**src/core/thbp_pkg.sv**
```systemverilog
// thbp_pkg: constants for the timer host bus port.
// assumes one 40 MHz clock domain and a 16-bit internal register bus.
package thbp_pkg;
	localparam int          DB_W          = 16;
	localparam int          NUM_CNT       = 5;
	localparam int          NUM_REGS      = 18;
	localparam int          PIN_W         = 20;
	// register indices: counter n uses (n-1)*3 + {mode, load, hold}
	localparam logic [4:0]  IDX_ALARM1    = 5'h0f;
	localparam logic [4:0]  IDX_ALARM2    = 5'h10;
	localparam logic [4:0]  IDX_GCTL      = 5'h11;
	localparam logic [4:0]  IDX_NONE      = 5'h1e;
	localparam logic [4:0]  IDX_STATUS    = 5'h1f;
	// data pointer fields
	localparam logic [2:0]  GRP_CTL       = 3'h7;
	localparam logic [2:0]  GRP_LAST      = 3'h5;
	localparam logic [2:0]  GRP_RST       = 3'h1;
	localparam logic [1:0]  EL_MODE       = 2'h0;
	localparam logic [1:0]  EL_LOAD       = 2'h1;
	localparam logic [1:0]  EL_HOLD       = 2'h2;
	localparam logic [1:0]  EL_HOLDC      = 2'h3;
	localparam logic [1:0]  EL_RST        = 2'h0;
	// global_control bit positions and reset
	localparam int          FOUT_GATE_BIT = 12;
	localparam int          BUS_WIDTH_BIT = 13;
	localparam int          SEQ_DIS_BIT   = 14;
	localparam logic [15:0] GCTL_RST      = 16'h0000;
	localparam logic [15:0] REG_RST       = 16'h0000;
	localparam logic [15:0] DB_RST        = 16'h0000;
	// pin vector {cs_n, rd_n, wr_n, cd, db[15:0]} idles with strobes high
	localparam logic [19:0] PIN_RST       = 20'hf0000;
	localparam int          PIN_CS        = 19;
	localparam int          PIN_RD        = 18;
	localparam int          PIN_WR        = 17;
	localparam int          PIN_CD        = 16;
	// command codes
	localparam logic [7:0]  CMD_MRESET    = 8'hff;
	localparam logic [7:0]  CMD_FOUT_OFF  = 8'hee;
	localparam logic [7:0]  CMD_FOUT_ON   = 8'he6;
	localparam logic [7:0]  CMD_BUS16     = 8'hef;
	localparam logic [7:0]  CMD_BUS8      = 8'he7;
	localparam logic [7:0]  CMD_SEQ_OFF   = 8'he8;
	localparam logic [7:0]  CMD_SEQ_ON    = 8'he0;
	localparam logic [2:0]  CMD_LDPTR_TOP = 3'h0;
	localparam logic [7:0]  CMD_RST       = 8'h00;
endpackage : thbp_pkg

```
**src/core/thbp_host_port.sv**
```systemverilog
// thbp_host_port: strobe-driven host port with data pointer and prefetch.
// assumes async host pins, counter outputs on sys_clk, 16-bit register file.
//
// Summary of operation
// host never lowers read and write together
// chip select high ignores all strobes
// data port reads or writes pointed register
// control port reads status, writes command
// host holds unused upper command lines high
// host pulses write low with stable address
// load pointer command sets byte pointer one
// pointer auto-sequences when sequencing bit clear
// gate, width, sequencing bits set by commands
// control status read follows counter outputs
// 8-bit host writes low byte first
// low byte on low lines; high only 16-bit
// data read stays stable, served from prefetch
// status via data port repeats in 8-bit
// select lines may stay low between transfers
// host reloads pointer after other commands
// host sets pointer once per sequence
// both hold codes select the same register, except in the control group
// data port reaches counter, alarm, control registers
// reset or master reset clears global control
// 8-bit mode toggles byte pointer per byte
// data port completions and load pointer commands update pointer and prefetch
// one write per strobe, acted on release
`timescale 1ns/1ps
module thbp_host_port (
	input  wire logic                       sys_clk,        // 40 MHz clock
	input  wire logic                       rst_n,          // async reset
	input  wire logic                       cs_n,           // chip select pin
	input  wire logic                       rd_n,           // read strobe pin
	input  wire logic                       wr_n,           // write strobe pin
	input  wire logic                       cd,             // high: control port
	input  wire logic [thbp_pkg::DB_W-1:0]  db_in,          // data bus in
	input  wire logic [thbp_pkg::NUM_CNT-1:0] cnt_out,      // counter outputs
	output logic      [thbp_pkg::DB_W-1:0]  db_out,         // data bus out
	output logic                            db_oe_lo,       // drive lines 7:0
	output logic                            db_oe_hi,       // drive lines 15:8
	output logic      [thbp_pkg::DB_W-1:0]  global_control, // control register
	output logic      [7:0]                 cmd_code,       // last command
	output logic                            cmd_stb         // command pulse
);
	import thbp_pkg::*;

	// map pointer fields onto a register index; both hold codes agree outside the control group
	function automatic logic [4:0] reg_idx(input logic [2:0] g, input logic [1:0] e);
		logic [4:0] base;
		base = 5'({g, 1'b0}) + 5'(g) - 5'h3;
		if (g == GRP_CTL) begin
			reg_idx = (e == EL_MODE) ? IDX_ALARM1 : (e == EL_LOAD) ? IDX_ALARM2 :
				(e == EL_HOLD) ? IDX_GCTL : IDX_STATUS;
		end else if (g == 3'h0 || g > GRP_LAST) begin
			reg_idx = IDX_NONE;
		end else begin
			reg_idx = base + ((e == EL_MODE) ? 5'h0 : (e == EL_LOAD) ? 5'h1 : 5'h2);
		end
	endfunction : reg_idx

	// next pointer of the auto-sequence cycle
	function automatic logic [4:0] seq_next(input logic [2:0] g, input logic [1:0] e);
		logic [2:0] gn;
		gn = (g >= GRP_LAST) ? GRP_RST : g + 3'h1;
		if (g == GRP_CTL) begin
			seq_next = (e == EL_HOLDC) ? {g, e} : {g, (e == EL_HOLD) ? EL_MODE : e + 2'h1};
		end else if (e == EL_HOLDC) begin
			seq_next = {gn, e};
		end else if (e == EL_HOLD) begin
			seq_next = {gn, EL_MODE};
		end else begin
			seq_next = {g, e + 2'h1};
		end
	endfunction : seq_next

	logic [PIN_W-1:0] pin_s1_r;
	logic [PIN_W-1:0] pin_s2_r;
	logic [PIN_W-1:0] pin_d_r;
	logic [15:0]      regs_r   [NUM_REGS];
	logic [15:0]      regs_nxt [NUM_REGS];
	logic [2:0]       grp_r, grp_nxt;
	logic [1:0]       el_r, el_nxt;
	logic             bptr_r, bptr_nxt;
	logic [15:0]      pf_r, pf_nxt;
	logic             pf_pend_r, pf_pend_nxt;
	logic [15:0]      db_out_r, db_out_nxt;
	logic             oe_lo_r, oe_lo_nxt;
	logic             oe_hi_r, oe_hi_nxt;
	logic [7:0]       cmd_r, cmd_nxt;
	logic             stb_r, stb_nxt;
	logic             wr_done, rd_done, dp_done, cmd_done;
	logic             rd_ctl, rd_dp, w16, seq_dis, is_ldptr;
	logic [4:0]       cur_idx;
	logic [7:0]       status;
	logic [15:0]      db_d;

	// two-flop synchroniser; pin_d_r keeps the last sample for edge detect
	always_ff @(posedge sys_clk or negedge rst_n) begin
		if (!rst_n) begin
			pin_s1_r <= PIN_RST;
			pin_s2_r <= PIN_RST;
			pin_d_r  <= PIN_RST;
		end else begin
			pin_s1_r <= {cs_n, rd_n, wr_n, cd, db_in};
			pin_s2_r <= pin_s1_r;
			pin_d_r  <= pin_s2_r;
		end
	end

	// strobe decode; chip select high blocks every transfer
	assign db_d     = pin_d_r[15:0];
	assign wr_done  = pin_s2_r[PIN_WR] && !pin_d_r[PIN_WR] && !pin_d_r[PIN_CS]
		&& pin_d_r[PIN_RD];
	assign rd_done  = pin_s2_r[PIN_RD] && !pin_d_r[PIN_RD] && !pin_d_r[PIN_CS]
		&& pin_d_r[PIN_WR] && !pin_d_r[PIN_CD];
	assign cmd_done = wr_done && pin_d_r[PIN_CD];
	assign dp_done  = (wr_done && !pin_d_r[PIN_CD]) || rd_done;
	assign rd_ctl   = !pin_s2_r[PIN_CS] && pin_s2_r[PIN_CD] && !pin_s2_r[PIN_RD]
		&& pin_s2_r[PIN_WR];
	assign rd_dp    = !pin_s2_r[PIN_CS] && !pin_s2_r[PIN_CD] && !pin_s2_r[PIN_RD]
		&& pin_s2_r[PIN_WR];
	assign w16      = regs_r[IDX_GCTL][BUS_WIDTH_BIT];
	assign seq_dis  = regs_r[IDX_GCTL][SEQ_DIS_BIT];
	assign cur_idx  = reg_idx(grp_r, el_r);
	assign status   = {2'h0, cnt_out, bptr_r};
	assign is_ldptr = db_d[7:5] == CMD_LDPTR_TOP && db_d[2:0] != 3'h0;

	// register file, pointer, prefetch and command next state
	always_comb begin
		regs_nxt    = regs_r;
		grp_nxt     = grp_r;
		el_nxt      = el_r;
		bptr_nxt    = bptr_r;
		pf_pend_nxt = 1'b0;
		cmd_nxt     = cmd_r;
		stb_nxt     = cmd_done;
		pf_nxt      = pf_r;
		if (pf_pend_r) begin
			pf_nxt = (cur_idx == IDX_STATUS) ? {8'h00, status} :
				(cur_idx == IDX_NONE) ? REG_RST : regs_r[cur_idx];
		end
		if (wr_done && !pin_d_r[PIN_CD] && cur_idx < IDX_NONE) begin
			if (w16) begin
				regs_nxt[cur_idx] = db_d;
			end else if (bptr_r) begin
				regs_nxt[cur_idx][7:0] = db_d[7:0];
			end else begin
				regs_nxt[cur_idx][15:8] = db_d[7:0];
			end
		end
		if (dp_done) begin
			pf_pend_nxt = 1'b1;
			bptr_nxt    = w16 ? 1'b1 : !bptr_r;
			if ((w16 || !bptr_r) && !seq_dis) begin
				{grp_nxt, el_nxt} = seq_next(grp_r, el_r);
			end
		end
		if (cmd_done) begin
			cmd_nxt = db_d[7:0];
			if (is_ldptr) begin
				grp_nxt     = db_d[2:0];
				el_nxt      = db_d[4:3];
				bptr_nxt    = 1'b1;
				pf_pend_nxt = 1'b1;
			end
			case (db_d[7:0])
				CMD_MRESET:   regs_nxt[IDX_GCTL] = GCTL_RST;
				CMD_FOUT_OFF: regs_nxt[IDX_GCTL][FOUT_GATE_BIT] = 1'b1;
				CMD_FOUT_ON:  regs_nxt[IDX_GCTL][FOUT_GATE_BIT] = 1'b0;
				CMD_BUS16:    regs_nxt[IDX_GCTL][BUS_WIDTH_BIT] = 1'b1;
				CMD_BUS8:     regs_nxt[IDX_GCTL][BUS_WIDTH_BIT] = 1'b0;
				CMD_SEQ_OFF:  regs_nxt[IDX_GCTL][SEQ_DIS_BIT] = 1'b1;
				CMD_SEQ_ON:   regs_nxt[IDX_GCTL][SEQ_DIS_BIT] = 1'b0;
				default:      regs_nxt[IDX_GCTL] = regs_nxt[IDX_GCTL];
			endcase
		end
	end

	// bus drivers: live status on control reads, prefetch on data reads
	always_comb begin
		db_out_nxt = DB_RST;
		oe_lo_nxt  = 1'b0;
		oe_hi_nxt  = 1'b0;
		if (rd_ctl) begin
			db_out_nxt = {8'h00, status};
			oe_lo_nxt  = 1'b1;
		end else if (rd_dp) begin
			oe_lo_nxt = 1'b1;
			if (w16) begin
				db_out_nxt = pf_r;
				oe_hi_nxt  = 1'b1;
			end else if (bptr_r || cur_idx == IDX_STATUS) begin
				db_out_nxt = {8'h00, pf_r[7:0]};
			end else begin
				db_out_nxt = {8'h00, pf_r[15:8]};
			end
		end
	end

	// state registers
	always_ff @(posedge sys_clk or negedge rst_n) begin
		if (!rst_n) begin
			for (int i = 0; i < NUM_REGS; i++) begin
				regs_r[i] <= REG_RST;
			end
			grp_r     <= GRP_RST;
			el_r      <= EL_RST;
			bptr_r    <= 1'b1;
			pf_r      <= REG_RST;
			pf_pend_r <= 1'b1;
			db_out_r  <= DB_RST;
			oe_lo_r   <= 1'b0;
			oe_hi_r   <= 1'b0;
			cmd_r     <= CMD_RST;
			stb_r     <= 1'b0;
		end else begin
			regs_r    <= regs_nxt;
			grp_r     <= grp_nxt;
			el_r      <= el_nxt;
			bptr_r    <= bptr_nxt;
			pf_r      <= pf_nxt;
			pf_pend_r <= pf_pend_nxt;
			db_out_r  <= db_out_nxt;
			oe_lo_r   <= oe_lo_nxt;
			oe_hi_r   <= oe_hi_nxt;
			cmd_r     <= cmd_nxt;
			stb_r     <= stb_nxt;
		end
	end

	assign db_out         = db_out_r;
	assign db_oe_lo       = oe_lo_r;
	assign db_oe_hi       = oe_hi_r;
	assign global_control = regs_r[IDX_GCTL];
	assign cmd_code       = cmd_r;
	assign cmd_stb        = stb_r;
endmodule : thbp_host_port

```
**config.mk**
```make
export PLATFORM = sky130hd
export DESIGN_NAME = thbp_host_port
export DESIGN_NICKNAME = d
export VERILOG_FILES = /design/src/core/thbp_pkg.sv /design/src/core/thbp_host_port.sv
export SDC_FILE = /design/constraint.sdc
export NUM_CORES = 1
export LEC_CHECK = 0
export BUFFER_PORTS_ARGS = -buffer_cell sky130_fd_sc_hd__buf_2
export CAP_MARGIN = 20
export CORE_ASPECT_RATIO = 0.7
export CORE_MARGIN = 3
export CORE_UTILIZATION = 63
export CTS_BUF_LIST = sky130_fd_sc_hd__clkbuf_8
export DETAILED_ROUTE_END_ITERATION = 6
export PLACE_DENSITY = 0.9
export SLEW_MARGIN = 20
export SYNTH_ARGS = -nofsm -noshare
export SYNTH_HDL_FRONTEND = slang
export SYNTH_SLANG_ARGS = --single-unit
```
**constraint.sdc**
```tcl
create_clock -name sys_clk -period 5.48 [get_ports sys_clk]
set_clock_uncertainty 0.2 [all_clocks]
set_input_delay 1.096 -clock sys_clk [delete_from_list [all_inputs] [get_ports sys_clk]]
set_output_delay 1.096 -clock sys_clk [all_outputs]
set_load 0.02 [all_outputs]
```
# Word-level counts from Yosys, hierarchy flattened
# Index checks and enable logic that the tools add are counted.
[totals]
reg_bits = 398
inputBits = 27
out_inout_bits = 43
wordCells = 154
[classes]
n_addsub = 5
n_lt_le_gt_ge = 5
n_eq_ne = 13
mux = 60
n_bitwise = 1
reduce_logical = 39
[ops]
columns = ["operator", "n"]
rows = [
  ["288-bit bitwise mux", 3],
  ["288-bit two-way mux", 2],
  ["16-bit demux with 5-bit select", 3],
  ["16-bit two-way mux", 11],
  ["16-bit binary-select mux with 5-bit select", 1],
  ["8-bit == test (second input constant)", 7],
  ["5-bit two-way mux", 6],
  ["1-bit logical AND", 19],
  ["2-bit two-way mux", 8],
  ["8-bit two-way mux", 2],
  ["3-bit two-way mux", 5],
  ["1-bit two-way mux", 13],
  ["12-bit two-way mux", 1],
  ["5-bit == test (second input constant)", 2],
  ["1-bit logical NOT", 9],
  ["4-bit two-way mux", 2],
  ["6-bit >= comparator (second input constant)", 1],
  ["3-bit logical NOT", 2],
  ["6-bit by 1-bit less-than comparator with 1-bit output (second input constant)", 1],
  ["5-bit NOT with 6-bit output", 1],
  ["1-bit case mux with 2 select lines", 3],
  ["2-bit OR reduction", 3],
  ["4-bit by 3-bit adder with 5-bit output", 1],
  ["5-bit by 2-bit adder with 5-bit output", 1],
  ["other kinds (12)", 16],
]

# Longest topological paths before layout
# Gate-level depths: netlist (run 1).
[depth]
depth_word = 17
depth_mapped = 18
mapped_depth_nobuf = 15

# Least setup slack after synthesis (run 1)
# No wires, ideal clock.
[synth_timing]
path_type = "register -> register"
start = "register el_r[1]"
end = "register regs_r[232] (netlist bit)"
setup_ns = 0.125
arrival_ns = 3.920
required_time_ns = 5.155
setup_slack_ns = 1.235
stages_incl_launch_ff = 15
n_path_buf = 1
period_less_slack_ns = 4.245
cell_sequence = "dfrtp_1 > inv_1 > ha_1 > clkbuf_1 > nor2_1 > fa_1 > ha_1 > inv_1 > fa_1 > xnor2_1 > o2111ai_1 > nand2_1 > nand2_1 > nor2_2 > mux2_2"
[synth_between]
elab_chain_cells = 14
elab_cells_between_ends = 27
classes_between = "add/sub: 1; order compare: 3; eq/ne: 2; mux: 17; bitwise: 1; reduce/logical: 3"
[synth_rtl]
columns = ["item", "line", "text"]
rows = [
  ["start: declaration", "thbp_host_port.sv:82", "logic [1:0] el_r, el_nxt;"],
  ["start signal: assignment", "thbp_host_port.sv:219", "el_r <= el_nxt;"],
  ["2-bit by 1-bit == test with 1-bit output", "thbp_host_port.sv:52, thbp_host_port.sv:57", ""],
  ["2-bit two-way mux (2 in a row)", "thbp_host_port.sv:57", "reg_idx = base + ((e == EL_MODE) ? 5'h0 : (e == EL_LOAD) ? 5'h1 : 5'h2);"],
  ["5-bit by 2-bit adder with 5-bit output", "thbp_host_port.sv:57", ""],
  ["5-bit two-way mux", "thbp_host_port.sv:54", "end else if (g == 3'h0 || g > GRP_LAST) begin"],
  ["5-bit two-way mux *", "thbp_host_port.sv:51", "if (g == GRP_CTL) begin"],
  ["5-bit NOT with 6-bit output (implied by the code)", "thbp_host_port.sv:144, thbp_host_port.sv:146, thbp_host_port.sv:148", ""],
  ["6-bit >= comparator (implied by the code) / 6-bit by 1-bit less-than comparator with 1-bit output (equally long branches)", "thbp_host_port.sv:144, thbp_host_port.sv:148", ""],
  ["1-bit logical AND (implied by the code)", "thbp_host_port.sv:144, thbp_host_port.sv:148", ""],
  ["16-bit two-way mux (implied by the code)", "thbp_host_port.sv:148", "regs_nxt[cur_idx][15:8] = db_d[7:0];"],
  ["16-bit demux with 5-bit select", "thbp_host_port.sv:148", ""],
  ["288-bit bitwise mux", "thbp_host_port.sv:148", ""],
  ["288-bit two-way mux", "thbp_host_port.sv:145", "end else if (bptr_r) begin"],
  ["288-bit two-way mux", "thbp_host_port.sv:143", "if (w16) begin"],
  ["end signal: assignment", "thbp_host_port.sv:217", "regs_r <= regs_nxt;"],
  ["end: declaration", "thbp_host_port.sv:79", "logic [15:0] regs_r [NUM_REGS];"],
]
# Every way passes the cells marked *; elsewhere a longest branch is shown, timed or not.
# A chain may end at the register's enable or synchronous reset.

# Worst setup path in the final report (run 1)
[layout_timing]
start = "register el_r[1]"
end = "register regs_r[260] (netlist bit)"
[layout_between]
elab_chain_cells = 14
elab_cells_between_ends = 27
classes_between = "add/sub: 1; order compare: 3; eq/ne: 2; mux: 17; bitwise: 1; reduce/logical: 3"
[layout_rtl]
columns = ["item", "line", "text"]
rows = [
  ["2-bit by 1-bit == test with 1-bit output", "thbp_host_port.sv:52, thbp_host_port.sv:57", ""],
  ["2-bit two-way mux (2 in a row)", "thbp_host_port.sv:57", ""],
  ["5-bit by 2-bit adder with 5-bit output", "thbp_host_port.sv:57", ""],
  ["5-bit two-way mux", "thbp_host_port.sv:54", ""],
  ["5-bit two-way mux *", "thbp_host_port.sv:51", ""],
  ["5-bit NOT with 6-bit output (implied by the code)", "thbp_host_port.sv:144, thbp_host_port.sv:146, thbp_host_port.sv:148", ""],
  ["6-bit >= comparator (implied by the code) / 6-bit by 1-bit less-than comparator with 1-bit output (equally long branches)", "thbp_host_port.sv:144, thbp_host_port.sv:146", ""],
  ["1-bit logical AND (implied by the code)", "thbp_host_port.sv:144, thbp_host_port.sv:146", ""],
  ["8-bit two-way mux (implied by the code)", "thbp_host_port.sv:146", "regs_nxt[cur_idx][7:0] = db_d[7:0];"],
  ["16-bit demux with 5-bit select", "thbp_host_port.sv:146", ""],
  ["288-bit bitwise mux", "thbp_host_port.sv:146", ""],
  ["288-bit two-way mux", "thbp_host_port.sv:145", ""],
  ["288-bit two-way mux", "thbp_host_port.sv:143", ""],
]
# Marks and branches as above.

==> flow_results.org, run 1 <==
** Hold path
- The min-delay analysis places its worst path in the category reg -> reg.
- The worst hold path terminates at pin_d_r[9].
- Hold depth :: 0
- Startpoint of the tightest hold check path :: pin_s2_r[9]

** CTS
- Clock-pin slew reported for the worst setup and hold paths after clock tree synthesis :: ~0.070 ns
- The clock tree synthesis step divided the H-tree into 2 levels.
- The later pin in the worst-skew pair is clocked with a latency of 0.62 ns.
- Post-CTS setup repair buffer count :: 0
- The number of hold buffers added after CTS was 0.
- Clk sink count :: slightly below 400
- # resized after CTS :: 0
- TritonCTS clock tree :: built
- The cell sitting at the root of the clock tree is a clkbuf_8.
- The clock passes through at most 3 buffers.
- Clock tree synthesis inserted a total of 55 buffers.

** Drt
- Total via count in the routed design :: 13,750
- Number of iterations in the first detailed-routing pass :: 7
- Using the TritonRoute via totals, the vias-per-cell ratio works out to between 6 and 7.
- For this block, the initial DRC count from the detailed router was roughly 1,900.
- In this run the remaining antenna-violating nets after routing total 0.
- Total DRC errors in the routed layout :: 0
- After detailed routing, the total wire length is 50,620 um.
- Avg WL per Cell :: 25.48 um

** Worst setup path
- In this design, the stage delay of the slowest critical-path cell is around 0.57 ns.
- At the worst endpoint, the required time is about 5.8 ns.
- Traced cell by cell, the critical path runs through inv_1 > ha_1 > nor2_1 > fa_1 > ha_1 > inv_1 > fa_1 > xnor2_1 > o2111ai_1 > nand2_1 > nand2_1 > nor2_2 > mux2_2.
- STA classifies the critical path startpoint as a flop.
- R2R Setup Slk :: approximately 0.48 ns
- STA puts the critical path data arrival time at around 5.3 ns.
- The worst setup path is of the reg -> reg kind.
- Reg-to-Reg Start :: el_r[1]
- The number of cells on the worst reg-to-reg path is 13.
- The cell family contributing the most delay on the critical path is adder cells.
- Together, buffers and inverters on the worst path number 2.
- End of the worst register-to-register path :: regs_r[260]
- The worst setup path is captured at a flop.
- For this design, the slowest cell found on the critical path is nor2_2.
- Critical path fanouts, max :: 14

** Synth
- The synthesized design contains 398 register bits.
- Number of nets produced by synthesis :: 1,560
- Fraction of post-synthesis cell area in the top cell type by area :: between 50% and 60%
- Dividing the synthesized area by the synthesized cell count gives roughly 12 um^2.
- Measured against the total synthesized area, the mux share comes to between 10% and 20%.
- Synth Flop Type :: dfrtp_1
- The synthesized netlist devotes 14.74% of its cell area to compound gates.
- After synthesis, the share of flip-flops with an asynchronous set or reset is between 90% and 100%.
- In this run the cell area of the synthesized design comes to about 18,000 um^2.
- Yosys mapped a number of flops with a built-in enable equal to 0.
- Sequential area share after synthesis :: between 50% and 60%
- Post-synthesis simple-gate area fraction :: under 10%
- After technology mapping, the gate count stands at about 1,500.
- Cells taking the most area after synthesis :: dfrtp_1 (54%), mux2_2 (13%), o21ai_0 (3.1%)
- Top post-synthesis cells by count :: dfrtp_1 (383), mux2_2 (206), o21ai_0 (110), nand2_1 (101), clkbuf_1 (72)
- Cell accounting for the most synthesized area :: dfrtp_1
- Combinational family with the most area after synthesis :: compound AO/OA/AOI/OAI gates
- Post-Synth Adder-Cell Area :: 1.253%
- Count of different cell masters after synthesis :: 73
- For this run, the number of Yosys warnings is 0.
- Count leader, synth :: dfrtp_1
- The synthesized netlist devotes less than 1% of its cell area to XOR and XNOR gates.

** Timing
- For the pin with the worst max-slew slack, the measured transition is approximately 1.2 ns.
- The worst pin sits at a relative slew slack of between 20% and 30%.
- The clock period could shrink to 4.999 ns.
- Period Utilization, post-route :: about nine tenths
- The number of hold violations in the final report came to 0.
- Setup violations remaining at the end of the flow were counted as 0.
- After routing, the total negative slack on setup checks comes to 0 ns.
- Setup repair after global routing missed its margin :: false
- The count of pins over their slew limit was 0.
- Derived from the worst setup path, the maximum achievable clock frequency is 200.0 MHz.

** Floorplan
- In this run the count of I/O pins placed on the die edge is 70.
- Measured along the y axis, the die boundary spans about 150 um.
- Row generation in the floorplan step produced 50 rows.
- Die W :: ~210 um
- Once the floorplan was initialized, standard cells occupied between 60% and 70% of the core.
- Die area :: around 30,000 um^2
- In this run the standard cell core region covers between 20,000 and 30,000 um^2.

** Place
- Last weighted congestion value of the routability-driven placer :: between 0.9 and 1
- Port buffering added between 60 and 70 buffers.
- HPWL after DPL :: approximately 34,000 um

** Global routing
- Vias in the first global route :: ~14,000
- All-Layer GR Usage :: between 30% and 40%
- Entering global routing, the biggest net connects ~120 pins.
- Global routing finished with a remaining overflow of 0.
- The first global-routing pass estimated ~80,000 um of wire.
- The number of antenna violations at the first check in global routing came to 0.

** Finish
- Finished Core Util :: 71.96%
- The layout has between 1,500 and 2,000 filler cells.
- The net count of the finished layout is between 1,500 and 2,000.
- The post-route netlist has between 20% and 30% of its cells at a drive strength greater than 1.
- Area overhead of the layout relative to synthesis :: 10.19%

** Pwr
- For this design the static power due to leakage is 9.249 nW.
- IR drop worst, VDD :: between 400 and 500 uV
- P per Cell Area :: between 500 and 600 nW/um^2

** Outcome
- The flow ran to the end, and the final reports show no timing, DRC or antenna violations.

** Run
- Number of violations of the max-capacitance limit :: 0
==> state kept, by name, summed over array words and instances (netlist names), 3 cells and up <==
| signal | cells |
|---|---|
| db_out | 16 |
| regs_r | 272 |
| grp_r | 3 |
| pin_s1_r | 20 |
| pin_s2_r | 20 |
| cmd_code | 8 |
| global_control | 16 |
| pin_d_r | 20 |
| pf_r | 16 |
==> power breakdown <==
part / internal (mW) / switching, mW / total (mW)
clock: 1.17 / 1.13 / 2.30
combinational: 1.60 / 3.54 / 5.13
sequential: 3.08 / 0.104 / 3.18
total: 5.84 / 4.77 / 10.6
==> cells in the final DEF, fill, tap and decap left out, types with 6 or more instances in the layout <==
master and count:
nor4_1 25, buf_4 43, clkbuf_8 68, o21ai_1 11
nand3_1 16, clkinv_2 7, mux2_2 206, a21oi_1 53
o21ai_0 110, nor2b_1 6, o32ai_1 24, nor2_1 62
a22o_1 7, nor2_4 12, a211oi_1 7, ha_1 13
a221oi_1 14, dfrtp_1 383, nor2_2 11, buf_2 68
dfstp_2 15, nor3_1 29, and2_1 7, o2111ai_1 18
nand2_1 101, o221a_2 6, o22ai_1 38, and3_1 18
a22oi_1 24, inv_1 84, mux2i_1 20, a221o_1 12
o221ai_1 8
==> kinds of logic after synthesis <==
kind of cell / count (synthesis)
AO/OA/AOI/OAI: 378
adder cells (fa/ha/maj): 16
multiplexers: 232
XOR/XNOR: 2
AND/OR/NAND/NOR: 318
buffers and inverters: 173
flip-flops: 398
==> cell type report <==
type                    count  area, um^2  area share (%)
well taps                 364       455.4           2.326
flip-flops and latches    398        9978           50.95
clock inverters            33       166.4          0.8497
multi-input cells         946        7074           36.12
inverters                  62       232.7           1.188
diodes                      1       2.502         0.01278
clock buffers              68       935.9           4.779
repair buffers            115       738.2           3.769
==> per-stage QoR <==
step	total power [mW]	std cells	instance area, um^2	hold WS (ns)	setup WS (ns)
global placement	7.867	1882	18450	0.1316	0.7433
floorplan	6.339	1517	17770	0.1312	1.235
detailed placement	8.023	1883	18460	0.1347	0.6484
global route	11.02	1986	19580	0.1515	0.2383
CTS	10.33	1984	19560	0.1467	0.6265
finish	10.61	1987	19580	0.1397	0.4811
==> how the worst max path moves through the flow <==
| stage | start | endpoint | slack [ns] | depth (start not counted) |
|---|---|---|---|---|
| after global placement | el_r[1] | regs_r[256] | 0.74 | 13 |
| final | el_r[1] | regs_r[260] | 0.48 | 13 |
| after CTS | el_r[1] | regs_r[247] | 0.63 | 13 |
| after global routing | el_r[1] | regs_r[260] | 0.24 | 13 |
| after detailed placement | el_r[1] | regs_r[247] | 0.65 | 13 |
| after floorplan | el_r[1] | regs_r[232] | 1.24 | 14 |
==> worst reg2reg max path: stages (launching register included) <==
cell and delay (ns):
dfrtp_1 0.41, inv_1 0.09, ha_1 0.43, nor2_1 0.13, fa_1 0.50, ha_1 0.19
inv_1 0.07, fa_1 0.46, xnor2_1 0.36, o2111ai_1 0.36, nand2_1 0.32, nand2_1 0.38
nor2_2 0.57, mux2_2 0.42
==> routing by layer <==
layer | track usage [%] | part of all wire (%) | up-vias
li1 | - | - | 5661
met1 | 47.70 | 40 | 6873
met2 | 47.98 | 43 | 1032
met3 | 12.10 | 14 | 182
met4 | 12.70 | 3.8 | 0
met5 | 0 | 0 | -
(Power assumes the default switching activity.)
==> inputs of run 2 (changes only) <==
- CORE_MARGIN: 3 -> 1
==> flow_results.org, run 2 (synthesis gave the netlist of run 1 again) <==
** Finish
- Fill cells :: roughly 1,800
- The post-route netlist has roughly 29% of its cells at a drive strength greater than 1.
- Ant. Diodes :: 0
- Largest register by flop count :: regs_r
- Leaving out fill and tap cells, the most frequent cell in the layout is dfrtp_1.
- For this run, the share of the core covered by cells in the final layout is a little under three quarters.
- In the layout the commonest cells are dfrtp_1 (383), mux2_2 (206), o21ai_0 (110), nand2_1 (101), inv_1 (78).
- Compared with the post-synthesis result, the final layout area differs by 10.90%.
- At the end of the flow, the number of nets in the layout was roughly 1,600.
- Max reg flops :: ~270

** Hold path
- Worst hold path class :: reg -> reg
- Counting instances, the worst hold path has a depth of 0.

** CTS
- Root Buffer Master :: clkbuf_8
- CTS built an H-tree with a depth of 2.
- Clock-pin slew was measured on the worst setup and hold paths at around 0.070 ns.
- Maximum clock path buffer count :: 3
- TritonCTS clock tree :: built
- At the later pin of the worst-skew pair, clock insertion delay measures roughly 0.64 ns.
- Clock buffers created by TritonCTS :: 57
- Post-CTS setup repair buffer count :: 0
- The clock net in this run drives a total of 398 sinks.
- Number of hold buffers added after CTS :: 0
- # resized after CTS :: 0

** Drt
- Avg WL per Cell :: 25.53 um
- For this run, the detailed router's first-pass iteration total came to 7.
- The detailed router finished its first iteration with roughly 1,700 violations.
- Dividing the detail-routed via count by the number of cells gives 6.876.
- Antenna Nets Post-Route :: 0
- After detailed routing, the number of remaining DRC violations is 4.
- Total via count in the routed design :: between 10,000 and 15,000
- Final WL :: 50,860 um

** Place
- HPWL after DPL :: between 30,000 and 40,000 um
- Last weighted congestion value of the routability-driven placer :: between 1 and 1.5
- Buffers on Ports :: ~70
- Pre-CTS WS :: just over 0.6 ns

** Timing
- Slew of the pin with the lowest slew margin :: roughly 1.1 ns
- Setup repair after global routing left no endpoint under its margin.
- The worst pin sits at a relative slew slack of between 20 and 25%.
- Fin worst setup slack :: a little over 0.3 ns
- The final critical path takes up between 90% and 100% of the cycle.
- Final hold violation count :: 0
- Subtracting the final worst setup slack from the clock period gives just over 5 ns.
- Number of setup violations in the final report :: 0
- Final number of max-transition violations :: 0
- Summed over all failing endpoints, the final setup total negative slack is 0 ns.
- Timing-limited maximum frequency :: roughly 190 MHz

** Run
- Number of violations of the max-capacitance limit :: 0

** Global routing
- The first global-routing pass estimated 78,310 um of wire.
- Global routing consumed, over all layers together, a little over a third of the routing resources.
- Antenna violations before repair :: 0
- The number of global-route vias before repair was 13,620.
- Entering global routing, the biggest net connects approximately 120 pins.
- Aggregate global routing overflow :: 0

** Worst setup path
- The setup path with the least slack is of type reg -> reg.
- Broken down by cell family, the worst path's largest delay share belongs to adder cells.
- STA classifies the critical path endpoint as a flop.
- Setup slack on the worst reg-to-reg path comes out at a little over 0.3 ns.
- Slowest cell on the critical path :: fa_1
- For the worst setup path, the data arrival time is 5.48 ns.
- Crit-path cells :: inv_1 > ha_1 > nor2_1 > fa_1 > ha_1 > inv_1 > fa_1 > nor2b_1 > o211a_1 > buf_4 > o32ai_1 > a221oi_1 > a22oi_1 > and3_1 > o32ai_1
- The worst setup path is launched from a flop.
- In this run the number of cells on the critical path is 15.
- Reg2Reg Depth :: 15
- The number of buffers and inverters on the critical path is 3.
- Worst endpoint required time :: between 5 and 6 ns
- The largest single stage delay on the critical path is approximately 0.55 ns.
- Of all nets on the critical path, the largest fanout is 14.

** Pwr
- IR drop worst, VDD :: between 400 and 500 uV
- Leakage power of the design :: just over 9 nW
- P per Cell Area :: 554.1 nW/um^2

** Floorplan
- The die covers ~29,000 um^2.
- Starting density of the core :: between 60% and 70%
- # rows :: slightly above 50
- Vert. Die Dim :: 142.5 um
- In this run the standard cell core region covers roughly 28,000 um^2.
- The die is 202.7 um wide.
- In this run the count of I/O pins placed on the die edge is 70.

** Outcome
- The run finished, with violations left.
- Violations in the final reports :: design-rule violations
==> run 2: cell types whose count changed in the layout (fill, tap and decap cells not counted), sizes merged <==
cell      before  now
clkinvlp       2    3
buf          115  110
clkbuf        68   73
inv           84   78
bufinv         1    4
diode          1    0
clkinv         8    9
==> run 2: final cells by class <==
cell class	instances	area (um^2)	share of cell area, %
Clock buffer	73	1005	5.098
Clock inverter	32	246.5	1.251
Inverter	62	232.7	1.181
Multi-Input combinational cell	946	7082	35.93
Sequential cell	398	9978	50.63
Tap cell	371	464.2	2.355
Timing Repair Buffer	110	700.7	3.555
==> run 2: metrics by stage <==
step / std cells / cell area, um^2 / total power, mW / hold slack, ns
after detailed placement: 1885 / 18440 / 8.039 / 0.1347
after global placement: 1885 / 18430 / 7.909 / 0.1333
final: 1992 / 19710 / 10.92 / 0.1348
after global routing: 1992 / 19710 / 11.27 / 0.1447
after floorplan: 1517 / 17770 / 6.339 / 0.1312
after CTS: 1990 / 19690 / 10.63 / 0.1318
==> run 2: report_power, final <==
part	leakage [nW]	total [mW]	switching, mW	internal [mW]
registers	5.37	3.18	0.103	3.08
logic	3.20	5.19	3.60	1.58
clock network	0.704	2.56	1.17	1.39
==> run 2: per-layer routing <==
layer	routed length (um)	share of wire, %	global-route usage (%)	vias to the layer above
li1	-	-	-	5645
met1	19420	38	48.44	6833
met2	22110	43	52.92	1006
met3	7037	14	12.57	212
met4	2288	4.5	16.58	0
met5	0	0	0	-
==> run 2: worst paths after layout <==
path                             startpoint          end
worst max-delay path                el_r[1]      pf_r[8]
worst min-delay path            pin_s2_r[0]   pin_d_r[0]
worst max register to register      el_r[1]      pf_r[8]
worst min register to register  pin_s2_r[0]   pin_d_r[0]
max in group asynchronous             rst_n  pin_d_r[10]
min in group asynchronous             rst_n     db_oe_lo
